File: src/include/htc_pkg.sv
`default_nettype none
package htc_pkg;

	// =========================================================
	// Clock and sample periods
	localparam int unsigned CLK_HZ    = 20_000_000;
	localparam int unsigned MS_PER_S  = 1000;
	localparam int unsigned MS_CYCLES = CLK_HZ / MS_PER_S;
	localparam int unsigned PER_W     = 17;

	localparam logic [PER_W-1:0] PER_2MIN_MS  = 17'd120000;
	localparam logic [PER_W-1:0] PER_1MIN_MS  = 17'd60000;
	localparam logic [PER_W-1:0] PER_10S_MS   = 17'd10000;
	localparam logic [PER_W-1:0] PER_5S_MS    = 17'd5000;
	localparam logic [PER_W-1:0] PER_1HZ_MS   = 17'd1000;
	localparam logic [PER_W-1:0] PER_2HZ_MS   = 17'd500;
	localparam logic [PER_W-1:0] PER_5HZ_MS   = 17'd200;

	// =========================================================
	// Register indices; byte address is four times the index
	localparam int unsigned IDX_W = 6;
	localparam logic [IDX_W-1:0] IDX_TEMP_LO  = 6'h00;
	localparam logic [IDX_W-1:0] IDX_TEMP_HI  = 6'h01;
	localparam logic [IDX_W-1:0] IDX_HUM_LO   = 6'h02;
	localparam logic [IDX_W-1:0] IDX_HUM_HI   = 6'h03;
	localparam logic [IDX_W-1:0] IDX_CTRL     = 6'h0E;
	localparam logic [IDX_W-1:0] IDX_ACQ      = 6'h0F;
	localparam logic [IDX_W-1:0] IDX_IRQ_STAT = 6'h10;
	localparam logic [IDX_W-1:0] IDX_IRQ_CLR  = 6'h11;
	localparam logic [IDX_W-1:0] IDX_IRQ_EN   = 6'h12;

	// =========================================================
	// Control register fields
	localparam int unsigned CTL_RESTART = 7;
	localparam int unsigned CTL_RATE_HI = 6;
	localparam int unsigned CTL_RATE_LO = 4;
	localparam int unsigned CTL_HEAT    = 3;
	localparam int unsigned CTL_DRIVE   = 2;
	localparam int unsigned CTL_LEVEL   = 1;
	localparam int unsigned CTL_MODE    = 0;
	localparam logic [7:0]  CTRL_RST    = 8'h00;

	// Acquisition register fields
	localparam int unsigned ACQ_THERMAL_RESOLUTION_HI = 7;
	localparam int unsigned ACQ_THERMAL_RESOLUTION_LO = 6;
	localparam int unsigned ACQ_MOISTURE_RESOLUTION_HI = 5;
	localparam int unsigned ACQ_MOISTURE_RESOLUTION_LO = 4;
	localparam int unsigned ACQ_CHAN_HI = 2;
	localparam int unsigned ACQ_CHAN_LO = 1;
	localparam int unsigned ACQ_KICK    = 0;
	localparam logic [7:0]  ACQ_RST     = 8'h00;
	localparam logic [7:0]  ACQ_WMASK   = 8'hFF;

	// Interrupt bits
	localparam int unsigned IRQ_N       = 3;
	localparam int unsigned IRQ_DONE    = 0;
	localparam int unsigned IRQ_THRESH  = 1;
	localparam int unsigned IRQ_RESTART = 2;

	// =========================================================
	// Codes
	localparam logic [2:0] RATE_OFF  = 3'h0;
	localparam logic [1:0] RES_14    = 2'h0;
	localparam logic [1:0] RES_11    = 2'h1;
	localparam logic [1:0] RES_8     = 2'h2;
	localparam logic [1:0] CH_BOTH   = 2'h0;
	localparam logic [1:0] CH_TEMP   = 2'h1;
	localparam logic [1:0] CH_HUM    = 2'h2;
	localparam int unsigned SAMPLE_W = 14;
	localparam int unsigned RESULT_W = 16;
	localparam logic [1:0]  RES_PAD  = 2'h0;
	localparam logic [SAMPLE_W-1:0] MASK_14 = 14'h3FFF;
	localparam logic [SAMPLE_W-1:0] MASK_11 = 14'h3FF8;
	localparam logic [SAMPLE_W-1:0] MASK_8  = 14'h3FC0;

	typedef enum logic [1:0] {
		HTC_IDLE,
		HTC_CONV_T,
		HTC_CONV_H
	} htc_state_e;

endpackage : htc_pkg
`default_nettype wire

File: src/include/htc_conv_if.sv
`timescale 1ns/1ps
`default_nettype none
interface htc_conv_if;
	import htc_pkg::*;
	logic [2:0]          rate;
	logic                kick;
	logic [1:0]          chan;
	logic [1:0]          thermal_resolution;
	logic [1:0]          moisture_resolution;
	logic                done;
	logic                busy;
	logic [RESULT_W-1:0] temp;
	logic [RESULT_W-1:0] hum;

	modport ctl (output rate, kick, chan, thermal_resolution, moisture_resolution, input done, busy, temp, hum);
	modport eng (input rate, kick, chan, thermal_resolution, moisture_resolution, output done, busy, temp, hum);
endinterface : htc_conv_if
`default_nettype wire

File: src/rtl/htc_engine.sv
`timescale 1ns/1ps
`default_nettype none
module htc_engine
	import htc_pkg::*;
#(
	parameter int unsigned MS_CYC   = MS_CYCLES,
	parameter int unsigned CONV_CYC = 64
) (
	// Clock and reset
	input  wire logic                mclk,
	input  wire logic                nrst,
	// Front-end samples
	input  wire logic [SAMPLE_W-1:0] afe_temp,
	input  wire logic [SAMPLE_W-1:0] afe_hum,
	// Control side
	htc_conv_if.eng                  cv
);

	logic [31:0]      ms_cnt;
	logic             ms_tick;
	logic [PER_W-1:0] per_cnt;
	logic [PER_W-1:0] per_len;
	logic             auto_tick;
	logic [31:0]      conv_cnt;
	htc_state_e       state;

	function automatic logic [RESULT_W-1:0] trim(input logic [SAMPLE_W-1:0] v,
	                                              input logic [1:0] res);
		logic [SAMPLE_W-1:0] m;
		unique case (res)
			RES_11:  m = MASK_11;
			RES_8:   m = MASK_8;
			default: m = MASK_14;
		endcase
		return {v & m, RES_PAD};
	endfunction : trim

	// =========================================================
	// Periodic sampling
	always_comb begin
		unique case (cv.rate)
			3'h1:    per_len = PER_2MIN_MS;
			3'h2:    per_len = PER_1MIN_MS;
			3'h3:    per_len = PER_10S_MS;
			3'h4:    per_len = PER_5S_MS;
			3'h5:    per_len = PER_1HZ_MS;
			3'h6:    per_len = PER_2HZ_MS;
			default: per_len = PER_5HZ_MS;
		endcase
	end

	always_ff @(posedge mclk) begin
		if (!nrst || cv.rate == RATE_OFF || ms_tick) begin
			ms_cnt <= '0;
		end else begin
			ms_cnt <= ms_cnt + 32'd1;
		end
	end
	assign ms_tick = (ms_cnt == MS_CYC - 1);

	always_ff @(posedge mclk) begin
		if (!nrst || cv.rate == RATE_OFF) begin
			per_cnt <= '0;
		end else if (ms_tick) begin
			per_cnt <= (per_cnt >= per_len - 17'd1) ? '0 : per_cnt + 17'd1;
		end
	end
	assign auto_tick = ms_tick && (per_cnt >= per_len - 17'd1) && cv.rate != RATE_OFF;

	// =========================================================
	// Conversion sequence
	always_ff @(posedge mclk) begin
		if (!nrst) begin
			state    <= HTC_IDLE;
			conv_cnt <= '0;
			cv.temp  <= '0;
			cv.hum   <= '0;
			cv.done  <= 1'b0;
		end else begin
			cv.done <= 1'b0;
			unique case (state)
				HTC_IDLE: begin
					conv_cnt <= '0;
					if (cv.kick || auto_tick) begin
						state <= (cv.chan == CH_HUM) ? HTC_CONV_H : HTC_CONV_T;
					end
				end
				HTC_CONV_T: begin
					conv_cnt <= conv_cnt + 32'd1;
					if (conv_cnt == CONV_CYC - 1) begin
						conv_cnt <= '0;
						cv.temp  <= trim(afe_temp, cv.thermal_resolution);
						if (cv.chan == CH_TEMP) begin
							state   <= HTC_IDLE;
							cv.done <= 1'b1;
						end else begin
							state <= HTC_CONV_H;
						end
					end
				end
				HTC_CONV_H: begin
					conv_cnt <= conv_cnt + 32'd1;
					if (conv_cnt == CONV_CYC - 1) begin
						cv.hum  <= trim(afe_hum, cv.moisture_resolution);
						state   <= HTC_IDLE;
						cv.done <= 1'b1;
					end
				end
			endcase
		end
	end
	assign cv.busy = (state != HTC_IDLE);

endmodule : htc_engine
`default_nettype wire

File: src/rtl/htc_regs.sv
`timescale 1ns/1ps
`default_nettype none
module htc_regs
	import htc_pkg::*;
#(
	parameter int unsigned MS_CYC   = MS_CYCLES,
	parameter int unsigned CONV_CYC = 64
) (
	// Clock and reset
	input  wire logic                mclk,
	input  wire logic                nrst,
	// Wishbone slave
	input  wire logic                wb_cyc_i,
	input  wire logic                wb_stb_i,
	input  wire logic                wb_we_i,
	input  wire logic [7:0]          wb_adr_i,
	input  wire logic [3:0]          wb_sel_i,
	input  wire logic [31:0]         wb_dat_i,
	output logic      [31:0]         wb_dat_o,
	output logic                     wb_ack_o,
	// Front end and threshold compare
	input  wire logic [SAMPLE_W-1:0] afe_temp,
	input  wire logic [SAMPLE_W-1:0] afe_hum,
	input  wire logic                thresh_hit,
	// Alert pin
	output logic                     alert_o,
	output logic                     alert_oe,
	// Status outputs
	output logic                     warming_element_on,
	output logic                     irq
);

	htc_conv_if cv ();

	logic [7:0]       ctrl;
	logic [7:0]       acq;
	logic             restart;
	logic             req;
	logic             wr;
	logic             rd;
	logic [IDX_W-1:0] idx;
	logic [31:0]      next_rdata;
	logic [IRQ_N-1:0] irq_stat;
	logic [IRQ_N-1:0] irq_en;
	logic [IRQ_N-1:0] irq_set;
	logic [IRQ_N-1:0] irq_clr;
	logic             thresh_q;
	logic             thresh_rise;
	logic             alert_latch;
	logic             ready_flag;
	logic             result_rd;
	logic             next_assert;
	logic             nrst_eng;

	// =========================================================
	// Bus decode
	assign req = wb_cyc_i && wb_stb_i && !wb_ack_o;
	assign idx = wb_adr_i[7:2];
	assign wr  = req && wb_we_i && wb_sel_i[0];
	assign rd  = req && !wb_we_i;
	assign result_rd = rd && (idx == IDX_TEMP_LO || idx == IDX_TEMP_HI ||
	                          idx == IDX_HUM_LO || idx == IDX_HUM_HI);

	always_ff @(posedge mclk) begin
		if (!nrst) begin
			wb_ack_o <= 1'b0;
		end else begin
			wb_ack_o <= req;
		end
	end

	// =========================================================
	// Restart: one cycle pulse, register bit itself reads zero
	always_ff @(posedge mclk) begin
		if (!nrst) begin
			restart <= 1'b0;
		end else begin
			restart <= wr && idx == IDX_CTRL && wb_dat_i[CTL_RESTART];
		end
	end

	always_ff @(posedge mclk) begin
		if (!nrst) begin
			nrst_eng <= 1'b0;
		end else begin
			nrst_eng <= !(wr && idx == IDX_CTRL && wb_dat_i[CTL_RESTART]);
		end
	end

	// =========================================================
	// Control register
	always_ff @(posedge mclk) begin
		if (!nrst || restart) begin
			ctrl <= CTRL_RST;
		end else if (wr && idx == IDX_CTRL && !wb_dat_i[CTL_RESTART]) begin
			ctrl <= wb_dat_i[7:0];
			ctrl[CTL_RESTART] <= 1'b0;
		end
	end

	// =========================================================
	// Acquisition register; kick set by write, cleared on completion
	always_ff @(posedge mclk) begin
		if (!nrst || restart) begin
			acq <= ACQ_RST;
		end else if (wr && idx == IDX_ACQ) begin
			// A pending kick survives the write unless completion lands in the same cycle
			acq <= (wb_dat_i[7:0] & ACQ_WMASK) | {7'h00, acq[ACQ_KICK] && !cv.done};
		end else if (cv.done) begin
			acq[ACQ_KICK] <= 1'b0;
		end
	end

	// Kick pulse reaches the engine one cycle after the write
	always_ff @(posedge mclk) begin
		if (!nrst || restart) begin
			cv.kick <= 1'b0;
		end else begin
			cv.kick <= wr && idx == IDX_ACQ && wb_dat_i[ACQ_KICK];
		end
	end

	assign cv.rate = ctrl[CTL_RATE_HI:CTL_RATE_LO];
	assign cv.thermal_resolution = acq[ACQ_THERMAL_RESOLUTION_HI:ACQ_THERMAL_RESOLUTION_LO];
	assign cv.moisture_resolution = acq[ACQ_MOISTURE_RESOLUTION_HI:ACQ_MOISTURE_RESOLUTION_LO];
	assign cv.chan = acq[ACQ_CHAN_HI:ACQ_CHAN_LO];

	htc_engine #(
		.MS_CYC   (MS_CYC),
		.CONV_CYC (CONV_CYC)
	) u_engine (
		.mclk     (mclk),
		.nrst     (nrst && nrst_eng),
		.afe_temp (afe_temp),
		.afe_hum  (afe_hum),
		.cv       (cv)
	);

	// =========================================================
	// Warming element
	always_ff @(posedge mclk) begin
		if (!nrst) begin
			warming_element_on <= 1'b0;
		end else begin
			warming_element_on <= ctrl[CTL_HEAT];
		end
	end

	// =========================================================
	// Alert pin: result-available and threshold share it
	always_ff @(posedge mclk) begin
		if (!nrst) begin
			thresh_q <= 1'b0;
		end else begin
			thresh_q <= thresh_hit;
		end
	end
	assign thresh_rise = thresh_hit && !thresh_q;

	always_ff @(posedge mclk) begin
		if (!nrst || restart) begin
			ready_flag <= 1'b0;
		end else if (cv.done) begin
			ready_flag <= 1'b1;
		end else if (result_rd) begin
			ready_flag <= 1'b0;
		end
	end

	always_ff @(posedge mclk) begin
		if (!nrst || restart) begin
			alert_latch <= 1'b0;
		end else if (cv.done || thresh_rise) begin
			alert_latch <= 1'b1;
		end else if (result_rd) begin
			alert_latch <= 1'b0;
		end
	end

	always_comb begin
		if (ctrl[CTL_MODE]) begin
			next_assert = ready_flag || thresh_hit;
		end else begin
			next_assert = alert_latch;
		end
	end

	always_ff @(posedge mclk) begin
		if (!nrst) begin
			alert_o  <= 1'b1;
			alert_oe <= 1'b0;
		end else begin
			alert_o  <= ctrl[CTL_LEVEL] ? next_assert : !next_assert;
			alert_oe <= ctrl[CTL_DRIVE];
		end
	end

	// =========================================================
	// Interrupt status, enable and clear
	assign irq_set = {restart, thresh_rise, cv.done};
	assign irq_clr = (wr && idx == IDX_IRQ_CLR) ? wb_dat_i[IRQ_N-1:0] : '0;

	always_ff @(posedge mclk) begin
		if (!nrst) begin
			irq_stat <= '0;
		end else begin
			irq_stat <= (irq_stat & ~irq_clr) | irq_set;
		end
	end

	always_ff @(posedge mclk) begin
		if (!nrst) begin
			irq_en <= '0;
		end else if (wr && idx == IDX_IRQ_EN) begin
			irq_en <= wb_dat_i[IRQ_N-1:0];
		end
	end

	always_ff @(posedge mclk) begin
		if (!nrst) begin
			irq <= 1'b0;
		end else begin
			irq <= |(((irq_stat & ~irq_clr) | irq_set) & irq_en);
		end
	end

	// =========================================================
	// Read data
	always_comb begin
		next_rdata = '0;
		unique case (idx)
			IDX_TEMP_LO:  next_rdata[7:0] = cv.temp[7:0];
			IDX_TEMP_HI:  next_rdata[7:0] = cv.temp[15:8];
			IDX_HUM_LO:   next_rdata[7:0] = cv.hum[7:0];
			IDX_HUM_HI:   next_rdata[7:0] = cv.hum[15:8];
			IDX_CTRL:     next_rdata[7:0] = ctrl;
			IDX_ACQ:      next_rdata[7:0] = acq;
			IDX_IRQ_STAT: next_rdata[IRQ_N-1:0] = irq_stat;
			IDX_IRQ_EN:   next_rdata[IRQ_N-1:0] = irq_en;
			default:      next_rdata = '0;
		endcase
	end

	always_ff @(posedge mclk) begin
		if (!nrst) begin
			wb_dat_o <= '0;
		end else if (rd) begin
			wb_dat_o <= next_rdata;
		end else begin
			wb_dat_o <= '0;
		end
	end

endmodule : htc_regs
`default_nettype wire

File: config.mk
export PLATFORM = sky130hd
export DESIGN_NAME = htc_regs
export DESIGN_NICKNAME = d
export VERILOG_FILES = /design/src/include/htc_pkg.sv /design/src/include/htc_conv_if.sv /design/src/rtl/htc_engine.sv /design/src/rtl/htc_regs.sv
export SDC_FILE = /design/constraint.sdc
export NUM_CORES = 1
export LEC_CHECK = 0
export ABC_AREA = 1
export BUFFER_PORTS_ARGS = -buffer_cell sky130_fd_sc_hd__buf_2
export CELL_PAD_IN_SITES_DETAIL_PLACEMENT = 0
export CELL_PAD_IN_SITES_GLOBAL_PLACEMENT = 1
export CORE_MARGIN = 5
export CORE_UTILIZATION = 37
export CTS_BUF_LIST = sky130_fd_sc_hd__clkbuf_8 sky130_fd_sc_hd__clkbuf_16
export DETAILED_ROUTE_END_ITERATION = 16
export HOLD_SLACK_MARGIN = 0.06
export PLACE_DENSITY = 0.73
export SKIP_CTS_REPAIR_TIMING = 1
export SYNTH_ARGS = -nofsm -noshare
export SYNTH_HDL_FRONTEND = slang
export SYNTH_SLANG_ARGS = --single-unit
File: constraint.sdc
create_clock -name mclk -period 2.5 [get_ports mclk]
set_clock_uncertainty 0.1 [all_clocks]
set_input_delay 0.125 -clock mclk [delete_from_list [all_inputs] [get_ports mclk]]
set_output_delay 0.125 -clock mclk [all_outputs]
set_load 0.05 [all_outputs]
==> results of run 1 <==
-- cell usage in the layout (no fill, tap or decap), drive strengths merged, types with 2 or more instances in the layout --
| cell type | count |
|---|---|
| nand2 | 232 |
| nor2 | 223 |
| inv | 158 |
| dfxtp | 152 |
| buf | 100 |
| a21oi | 83 |
| o21ai | 60 |
| nand3 | 55 |
| nand4 | 54 |
| dlygate4sd3 | 48 |
| nor3 | 47 |
| xor2 | 24 |
| conb | 24 |
| ha | 24 |
| clkbuf | 18 |
| xnor2 | 10 |
| nor4 | 9 |
| a41oi | 6 |
| or2 | 6 |
| bufinv | 5 |
| a22oi | 4 |
| a31oi | 3 |
| a21o | 3 |
| a31o | 3 |
| o22ai | 2 |
| o21a | 2 |
| nor3b | 2 |
| clkinvlp | 2 |
| a21boi | 2 |
-- cells by family (layout without fill, tap and decap cells) --
kind of cell               count (synthesis)  after routing  share of synthesized area [%]
AOI/OAI and AO/OA                        168            168                           11.1
xor gates and xnor gates                  34             34                           3.59
adders and majority gates                 24             24                           3.62
buffers and inverters                    193            331                           10.4
DFF                                      152            152                           36.6
other                                      1             24                         0.0452
and+or+nand+nor                          630            630                           34.6
-- area by class of cell --
type	count	area, µm²	share of cell area [%]
Clock inverter	15	238	2.29
Sequential cell	152	3050	29.4
Inverter	150	571	5.49
Multi-Input combinational cell	880	4620	44.5
Timing Repair Buffer	149	1130	10.9
Tap cell	280	350	3.37
Clock buffer	17	425	4.09
-- worst min path at each step --
stage                                        end  slack (ns)  cells after the start
2_1_floorplan                thresh_q$_SDFF_PN0_        0.12                      2
3_3_place_gp    u_engine.cv.hum[15]$_SDFFE_PN0P_        0.25                      3
3_5_place_dp    u_engine.cv.hum[12]$_SDFFE_PN0P_        0.25                      3
4_1_cts        u_engine.cv.temp[14]$_SDFFE_PN0P_       -0.20                      3
5_1_grt                       restart$_SDFF_PN0_        0.06                      5
6_report                      restart$_SDFF_PN0_        0.04                      5
-- stage by stage --
step           setup slack (ns)  total power [µW]  utilization, %  cells
2_1_floorplan            0.0380              2640               -   1225
3_3_place_gp            -0.0627              2680            41.2   1559
3_5_place_dp             -0.154              2680            41.2   1559
4_1_cts                  -0.184              5640            44.2   1591
5_1_grt                  -0.281              5810            47.3   1643
6_report                -0.0482              5650            47.3   1643
-- worst reg2reg max path, stage by stage (launching register included) --
cell and delay (ns):
dfxtp_2 0.33, inv_2 0.05, nor2_4 0.13, inv_4 0.06
nor2_4 0.11, inv_2 0.06, ha_4 0.16, nand4_1 0.10
xnor2_1 0.08, ha_1 0.30, nand2_1 0.07, nor2_2 0.14
nand3_1 0.09, nor2_1 0.11, nor2_1 0.05, nand2_2 0.09
buf_6 0.11, nand2_4 0.04, nand2_4 0.08, nand3_2 0.05
nand2_1 0.09, nor2_1 0.05
-- flip-flops by register name, summed over array words and instances, names as in the netlist, 2 cells and up --
register / count
u_engine.cv.hum: 14
u_engine.state: 2
u_engine.conv_cnt: 32
u_engine.per_cnt: 17
ctrl: 7
irq_stat: 3
acq: 8
wb_dat_o: 8
irq_en: 3
u_engine.ms_cnt: 32
u_engine.cv.temp: 14
-- synthesized netlist by cell type (all sizes together) --
cell type / count
nand3: 55
inv: 150
xnor2: 10
a41oi: 6
a31oi: 3
or2: 6
nand2: 232
dfxtp: 152
clkbuf: 4
o21a: 2
a21oi: 83
nand3b: 1
and3: 1
a21o: 3
nand4: 54
a21boi: 2
xor2: 24
nor3b: 2
o21ai: 60
nor2: 223
o22ai: 2
ha: 24
nor4: 9
a31o: 3
a22oi: 4
conb: 1
nor3: 47
buf: 39
-- metal layers --
metal | track usage, % | part of all wire (%) | vias to the layer above
li1 | - | - | 4197
met1 | 24.8 | 50 | 3652
met2 | 28.1 | 45 | 133
met3 | 2.99 | 3.1 | 24
met4 | 5.12 | 1.4 | 0
met5 | 0 | 0 | -
-- power breakdown --
group	switching [µW]	internal [µW]	leakage (µW)
sequential	2.90	2430	0.00123
combinational	161	89.1	0.00241
clock	1170	1800	0.000322
total	1330	4320	0.00396
==> impl_metrics.py, run 1 <==
metrics = {
    "outcome": {
        "status": "finished, violations left",
        "violations": "setup timing",
    },
    "place": {
        "place_area_um2": 9050,
        "io_buffers": 61,
        "hpwl_um": 17300,
        "gp_congestion": 0.853,
    },
    "finish": {
        "n_antenna_cell": 0,
        "fin_nets": 1452,
        "post-route-cell-area_um2": 10400,
        "drive_above_1_share_pct": 15.6,
        "syn_to_final_growth_pct": 25.1,
        "fillers": 2255,
    },
    "floorplanning": {
        "fp.dieArea_um2": 25500,
        "die_h_um": 160,
        "fp.dieW_um": 160,
        "io_pins": 115,
        "initial_core_util_pct": 37.8,
        "num_rows": 54,
        "coreArea_um2": 22000,
    },
    "detailed_routing": {
        "wl_per_cell_um": 14.2,
        "drtPass1Iterations": 4,
        "routed_wl_um": 23300,
        "via_per_inst": 4.87,
        "ant_nets": 0,
        "drc": 0,
        "via_count": 8006,
        "drtIter0Drc": 410,
    },
    "critical_path": {
        "worstPathRequired_ns": 2.72,
        "arrival_ns": 2.77,
        "path_class": "register to register",
        "reg2reg_slack_ns": -0.05,
        "crit_top_cell": "nor2_1",
        "r2r_end": "u_engine.state[1]$_SDFFE_PN0P_",
        "cp.depth": 21,
        "crit_family": "simple AND/OR/NAND/NOR gates",
        "worstSetupEndpoint": "u_engine.state[1]$_SDFFE_PN0P_",
        "cp-startpoint": "ctrl[5]$_SDFFE_PP0P_",
        "worst-path-max-fanout": 4,
        "max_stage_delay_ns": 0.33,
        "reg2reg_depth": 21,
        "r2r_start": "ctrl[5]$_SDFFE_PP0P_",
        "cp_slowest_cell": "dfxtp_2",
        "path_cells": "inv_2 -> nor2_4 -> inv_4 -> nor2_4 -> inv_2 -> ha_4 -> nand4_1 -> xnor2_1 -> ha_1 -> nand2_1 -> nor2_2 -> nand3_1 -> nor2_1 -> nor2_1 -> nand2_2 -> buf_6 -> nand2_4 -> nand2_4 -> nand3_2 -> nand2_1 -> nor2_1",
        "endpoint_kind": "register",
        "crit_path_start_kind": "register",
        "path_buf_inv": 4,
    },
    "logic_synthesis": {
        "seq_area_frac_synth_pct": 36.6,
        "netlist_instances": 1202,
        "synth-warning-count": 0,
        "synth_top_area_cell": "dfxtp_1",
        "syn_area_per_cell_um2": 6.91,
        "synth_area_leaders": "dfxtp_1 (37%), nand2_1 (10%), nor2_1 (9.3%)",
        "synth_cell_type_count": 44,
        "synth_area_um2": 8310,
        "yosysTopAreaCellShare_pct": 36.6,
        "ys_ff_latch": 152,
    },
    "sta": {
        "final.period_utilization_pct": 102,
        "tightest_slew_ns": 0.595,
        "fin_crit_ns": 2.55,
        "final_hold_viol_count": 0,
        "setup-tns-final_ns": -0.119,
        "whs_ns": 0.0407,
        "finalMaxSlewViolations": 0,
        "worst_slack_ns": -0.0482,
        "relSlewSlack_pct": 59.9,
        "finalSetupViolCount": 3,
        "rsz0062_at_grt": "yes",
        "max_freq_ghz": 0.392,
    },
    "power": {
        "p_per_area_nw_per_um2": 543,
        "vdd_drop_max_mv": 0.388,
        "total_leakage_power_uw": 0.00396,
    },
    "flow_run": {
        "maxCapViolations": 0,
    },
    "clock_tree": {
        "numCtsBuffers": 17,
        "cts_tree": "built",
        "clock_latency_ns": 0.44,
        "cts.sink_count": 152,
        "htree_levels": 4,
        "cts_root_buf": "clkbuf_16",
        "clk_pin_slew_ns": 0.07,
        "cts_buffer_depth": 2,
    },
    "global_route": {
        "grt_max_degree": 33,
        "grt_overflow": 0,
        "track_usage_pct": 17.7,
        "antenna_found_initial": 0,
        "grt_pass1_wl_um": 37400,
        "grt_pass1_vias": 7332,
    },
    "hold_path": {
        "hp-class": "input pin to register",
        "holdCritStartpoint": "wb_sel_i[0]",
    },
}
(Power assumes the default switching activity.)
==> inputs of run 2 (changes only) <==
MAX_ROUTING_LAYER = met4   (was default)
==> impl_metrics.py, run 2 (synthesis results as in run 1) <==
metrics = {
    "critical_path": {
        "crit_path_start_kind": "register",
        "arrival_ns": 2.77,
        "max_stage_delay_ns": 0.33,
        "worstPathRequired_ns": 2.72,
        "crit_top_cell": "nor2_1",
        "path_class": "register to register",
        "endpoint_kind": "register",
        "cp_slowest_cell": "dfxtp_2",
        "path_cells": "inv_2 -> nor2_4 -> inv_4 -> nor2_4 -> inv_2 -> ha_4 -> nand4_1 -> xnor2_1 -> ha_1 -> nand2_1 -> nor2_2 -> nand3_1 -> nor2_1 -> nor2_1 -> nand2_2 -> buf_6 -> nand2_4 -> nand2_4 -> nand3_2 -> nand2_1 -> nor2_1",
        "worst-path-max-fanout": 4,
    },
    "global_route": {
        "grt_pass1_wl_um": 37400,
        "grt_pass1_vias": 7340,
        "track_usage_pct": 18.3,
        "grt_overflow": 0,
        "antenna_found_initial": 0,
        "grt_max_degree": 33,
    },
    "finish": {
        "final_cell_mix": "nand2_1 (225), nor2_1 (200), dfxtp_1 (149)",
        "multi_input_area_um2": 4620,
        "fin_nets": 1452,
        "post-route-cell-area_um2": 10400,
        "regArea_um2": 3050,
        "drive_above_1_share_pct": 15.6,
        "fillers": 2255,
        "n_antenna_cell": 0,
        "final_util_pct": 47.3,
        "syn_to_final_growth_pct": 25.1,
        "final_common_cell": "nand2_1",
        "reg_top3": "u_engine.conv_cnt x32, u_engine.ms_cnt x32, u_engine.per_cnt x17",
    },
    "sta": {
        "rsz0062_at_grt": "yes",
        "whs_ns": 0.0436,
        "finalMaxSlewViolations": 0,
        "tightest_slew_ns": 0.595,
        "relSlewSlack_pct": 59.9,
        "fin_crit_ns": 2.55,
        "final.period_utilization_pct": 102,
        "finalSetupViolCount": 5,
        "max_freq_ghz": 0.392,
        "final_hold_viol_count": 0,
        "worst_slack_ns": -0.0534,
    },
    "power": {
        "combPwrFrac_pct": 4.4,
        "p_switching_uw": 1330,
        "p_per_area_nw_per_um2": 543,
        "vdd_drop_max_mv": 0.388,
        "clkPwrFrac_pct": 52.5,
        "seqPwrFrac_pct": 43.0,
        "total_leakage_power_uw": 0.00396,
        "sw_frac_of_total_pct": 23.5,
        "internal_power_uw": 4320,
    },
    "clock_tree": {
        "cts_buffer_depth": 2,
        "htree_levels": 4,
        "numCtsBuffers": 17,
        "cts_root_buf": "clkbuf_16",
        "cts_tree": "built",
        "clock_latency_ns": 0.44,
        "cts.sink_count": 152,
        "clk_pin_slew_ns": 0.07,
    },
    "floorplanning": {
        "num_rows": 54,
        "io_pins": 115,
        "initial_core_util_pct": 37.8,
        "fp.dieArea_um2": 25500,
        "die_h_um": 160,
        "fp.dieW_um": 160,
        "coreArea_um2": 22000,
    },
    "outcome": {
        "status": "finished, violations left",
        "violations": "setup timing",
    },
    "place": {
        "gp_congestion": 0.867,
        "place_area_um2": 9050,
        "place_ws_ns": -0.154,
        "hpwl_um": 17300,
        "io_buffers": 61,
    },
    "detailed_routing": {
        "wl_per_cell_um": 14.2,
        "via_count": 7993,
        "ant_nets": 0,
        "drtPass1Iterations": 5,
        "drc": 0,
        "via_per_inst": 4.86,
        "routed_wl_um": 23300,
        "drtIter0Drc": 440,
    },
    "flow_run": {
        "maxCapViolations": 0,
    },
    "hold_path": {
        "hp-class": "input pin to register",
    },
}
-- run 2: layout make-up --
class / count / share of cell area, %
Timing Repair Buffer: 149 / 10.9
Tap cell: 280 / 3.37
Clock buffer: 17 / 4.09
Inverter: 150 / 5.49
Sequential cell: 152 / 29.4
Multi-Input combinational cell: 880 / 44.5
Clock inverter: 15 / 2.29
-- run 2: metrics by stage --
step,instances,TNS [ns],power [µW]
detailed placement,1559,-2.14,2680
CTS,1591,-2.73,5640
global route,1643,-3.29,5810
finish,1643,-0.136,5640
floorplan,1225,0,2640
global placement,1559,-0.909,2680
-- run 2: layer usage --
layer / routed length, µm / share of wire, % / track usage (%)
met1: 11600 / 50 / 25.0
met2: 10600 / 45 / 28.1
met3: 727 / 3.1 / 2.84
met4: 337 / 1.4 / 5.12
met5: 0 / 0 / -
-- run 2: path summary, 6_finish.rpt --
path / start / endpoint / slack (ns) / cells after the start
worst max-delay path: ctrl[5]$_SDFFE_PP0P_ / u_engine.state[1]$_SDFFE_PN0P_ / -0.05 / 21
worst max register to register: ctrl[5]$_SDFFE_PP0P_ / u_engine.state[1]$_SDFFE_PN0P_ / -0.05 / 21
worst min-delay path: wb_sel_i[0] / restart$_SDFF_PN0_ / 0.04 / 5
worst min register to register: u_engine.conv_cnt[0]$_SDFF_PN0_ / u_engine.conv_cnt[0]$_SDFF_PN0_ / 0.35 / 1
-- run 2: worst max-delay path, delay by kind of cell (launching register included) --
| family | cells | cell delay [ns] |
|---|---|---|
| AND/OR/NAND/NOR | 14 | 1.20 |
| adder cells (fa/ha/maj) | 2 | 0.46 |
| flip-flops | 1 | 0.33 |
| buffers and inverters | 4 | 0.28 |
| XOR/XNOR | 1 | 0.08 |
-- run 2: power groups by stage --
stage | clock (µW) | sequential, µW | combinational, µW
3_3_place_gp | 0 | 2480 | 193
6_report | 2960 | 2430 | 250
3_5_place_dp | 0 | 2480 | 192
5_1_grt | 3120 | 2430 | 266
2_1_floorplan | 0 | 2490 | 152
4_1_cts | 3020 | 2430 | 193
==> inputs of run 3 (changes only) <==
BUFFER_PORTS_ARGS = -buffer_cell sky130_fd_sc_hd__clkbuf_2   (was -buffer_cell sky130_fd_sc_hd__buf_2)
==> impl_metrics.py, run 3 (synthesis results as in run 1) <==
metrics = {
    "hold_path": {
        "holdPathStages": 5,
        "holdCritStartpoint": "wb_adr_i[2]",
        "min_to": "wb_dat_o[1]$_SDFF_PN0_",
        "hp-class": "input pin to register",
    },
    "finish": {
        "n_antenna_cell": 0,
        "drive_above_1_share_pct": 14.8,
        "final_cell_mix": "nand2_1 (226), nor2_1 (201), dfxtp_1 (149)",
        "reg_top3": "u_engine.conv_cnt x32, u_engine.ms_cnt x32, u_engine.per_cnt x17",
        "fillers": 2281,
        "syn_to_final_growth_pct": 22.9,
        "post-route-cell-area_um2": 10200,
        "final_common_cell": "nand2_1",
        "fin_nets": 1452,
        "layout.cells.non_filler": 1643,
    },
    "floorplanning": {
        "fp.dieW_um": 160,
        "die_h_um": 160,
        "coreArea_um2": 22000,
        "num_rows": 54,
        "fp.dieArea_um2": 25500,
        "io_pins": 115,
        "initial_core_util_pct": 37.8,
    },
    "detailed_routing": {
        "routed_wl_um": 23100,
        "ant_nets": 0,
        "drc": 0,
        "via_count": 7987,
        "drtPass1Iterations": 5,
        "wl_per_cell_um": 14.0,
        "via_per_inst": 4.86,
        "drtIter0Drc": 554,
    },
    "clock_tree": {
        "htree_levels": 4,
        "clock_latency_ns": 0.44,
        "cts_buffer_depth": 2,
        "clk_pin_slew_ns": 0.07,
        "cts_root_buf": "clkbuf_16",
        "cts.sink_count": 152,
        "numCtsBuffers": 17,
        "cts_tree": "built",
    },
    "critical_path": {
        "path_class": "register to register",
        "worstPathRequired_ns": 2.77,
        "r2r_start": "ctrl[4]$_SDFFE_PP0P_",
        "worst-path-max-fanout": 10,
        "max_stage_delay_ns": 0.37,
        "crit_path_start_kind": "register",
        "r2r_end": "u_engine.per_cnt[8]$_SDFFE_PP0P_",
        "cp-startpoint": "ctrl[4]$_SDFFE_PP0P_",
        "arrival_ns": 2.83,
        "endpoint_kind": "register",
        "reg2reg_slack_ns": -0.07,
        "cp_slowest_cell": "dfxtp_4",
        "crit_family": "simple AND/OR/NAND/NOR gates",
        "reg2reg_depth": 18,
        "crit_top_cell": "nand2_1",
        "path_cells": "nor2_4 -> inv_2 -> nor2_4 -> inv_1 -> ha_2 -> xor2_1 -> ha_1 -> buf_4 -> nand3_1 -> nand2_1 -> nand2_1 -> nand3_1 -> nand2_1 -> nand2_2 -> inv_2 -> buf_12 -> nand4_1 -> a21oi_2",
        "path_buf_inv": 5,
    },
    "place": {
        "io_buffers": 61,
        "place_area_um2": 9040,
        "gp_congestion": 0.864,
        "hpwl_um": 17400,
        "dp_cells": 1558,
        "place_ws_ns": -0.128,
    },
    "sta": {
        "relSlewSlack_pct": 57.6,
        "finalSetupViolCount": 12,
        "rsz0062_at_grt": "yes",
        "max_freq_ghz": 0.390,
        "fin_crit_ns": 2.57,
        "tightest_slew_ns": 0.629,
        "final.period_utilization_pct": 103,
        "final_hold_viol_count": 0,
        "finalMaxSlewViolations": 0,
        "worst_slack_ns": -0.0655,
    },
    "global_route": {
        "track_usage_pct": 18.1,
        "grt_overflow": 0,
        "antenna_found_initial": 0,
        "grt_pass1_wl_um": 36900,
        "grt_pass1_vias": 7383,
        "grt_max_degree": 33,
    },
    "outcome": {
        "violations": "setup timing",
        "status": "finished, violations left",
    },
    "flow_run": {
        "maxCapViolations": 0,
    },
    "power": {
        "vdd_drop_max_mv": 0.348,
        "p_per_area_nw_per_um2": 507,
        "total_leakage_power_uw": 0.00389,
    },
}
## run 3: cell types whose count changed in the layout (fill, tap and decap cells not counted), sizes merged
cell and change:
buf -62, bufinv -5, clkbuf +60, clkinv +5, clkinvlp +1, dlygate4sd3 +2, inv -1
## run 3: stage by stage
stage / TNS [ns] / utilization (%) / total power (µW) / hold slack, ns
finish: -0.362 / 46.5 / 5180 / 0.101
global route: -4.11 / 46.5 / 5370 / 0.121
CTS: -2.13 / 43.7 / 5180 / -0.213
detailed placement: -1.86 / 41.2 / 2680 / 0.250
global placement: -0.778 / 41.2 / 2680 / 0.249
floorplan: 0 / - / 2640 / 0.118
## run 3: final cells by class
cell class              count  area (µm²)  share of cell area [%]
well taps                 280         350                    3.43
multi-input cells         880        4550                    44.6
repair buffers            149        1120                    11.0
inverters                 150         566                    5.54
clock buffers              17         425                    4.17
clock inverters            15         143                    1.40
flip-flops and latches    152        3050                    29.9
## run 3: where the power goes
| part | internal (µW) | switching [µW] |
|---|---|---|
| sequential | 2420 | 3.15 |
| clock | 1310 | 1190 |
| combinational | 88.8 | 162 |
| total | 3830 | 1350 |
## run 3: worst max path at each step
| stage | cells after the start | slack [ns] | endpoint |
|---|---|---|---|
| after floorplan | 18 | 0.04 | u_engine.per_cnt[15]$_SDFFE_PP0P_ |
| after global placement | 17 | -0.05 | u_engine.per_cnt[4]$_SDFFE_PP0P_ |
| after detailed placement | 18 | -0.13 | u_engine.per_cnt[16]$_SDFFE_PP0P_ |
| after CTS | 18 | -0.14 | u_engine.per_cnt[12]$_SDFFE_PP0P_ |
| after global routing | 20 | -0.28 | u_engine.state[1]$_SDFFE_PN0P_ |
| final | 18 | -0.07 | u_engine.per_cnt[8]$_SDFFE_PP0P_ |
## run 3: tightest hold or removal path, stage by stage
cell and delay (ns):
clkbuf_2 0.11, inv_1 0.14, nor3_4 0.09, nand2_1 0.06, a31oi_1 0.07
## run 3: layer usage
| metal | share of wire (%) | vias up | wire length [µm] | GRT usage [%] |
|---|---|---|---|---|
| met3 | 4.0 | 25 | 918 | 3.58 |
| met1 | 50 | 3620 | 11500 | 25.1 |
| met5 | 0 | - | 0 | - |
| li1 | - | 4182 | - | - |
| met4 | 1.3 | 0 | 300 | 4.34 |
| met2 | 45 | 160 | 10400 | 27.2 |
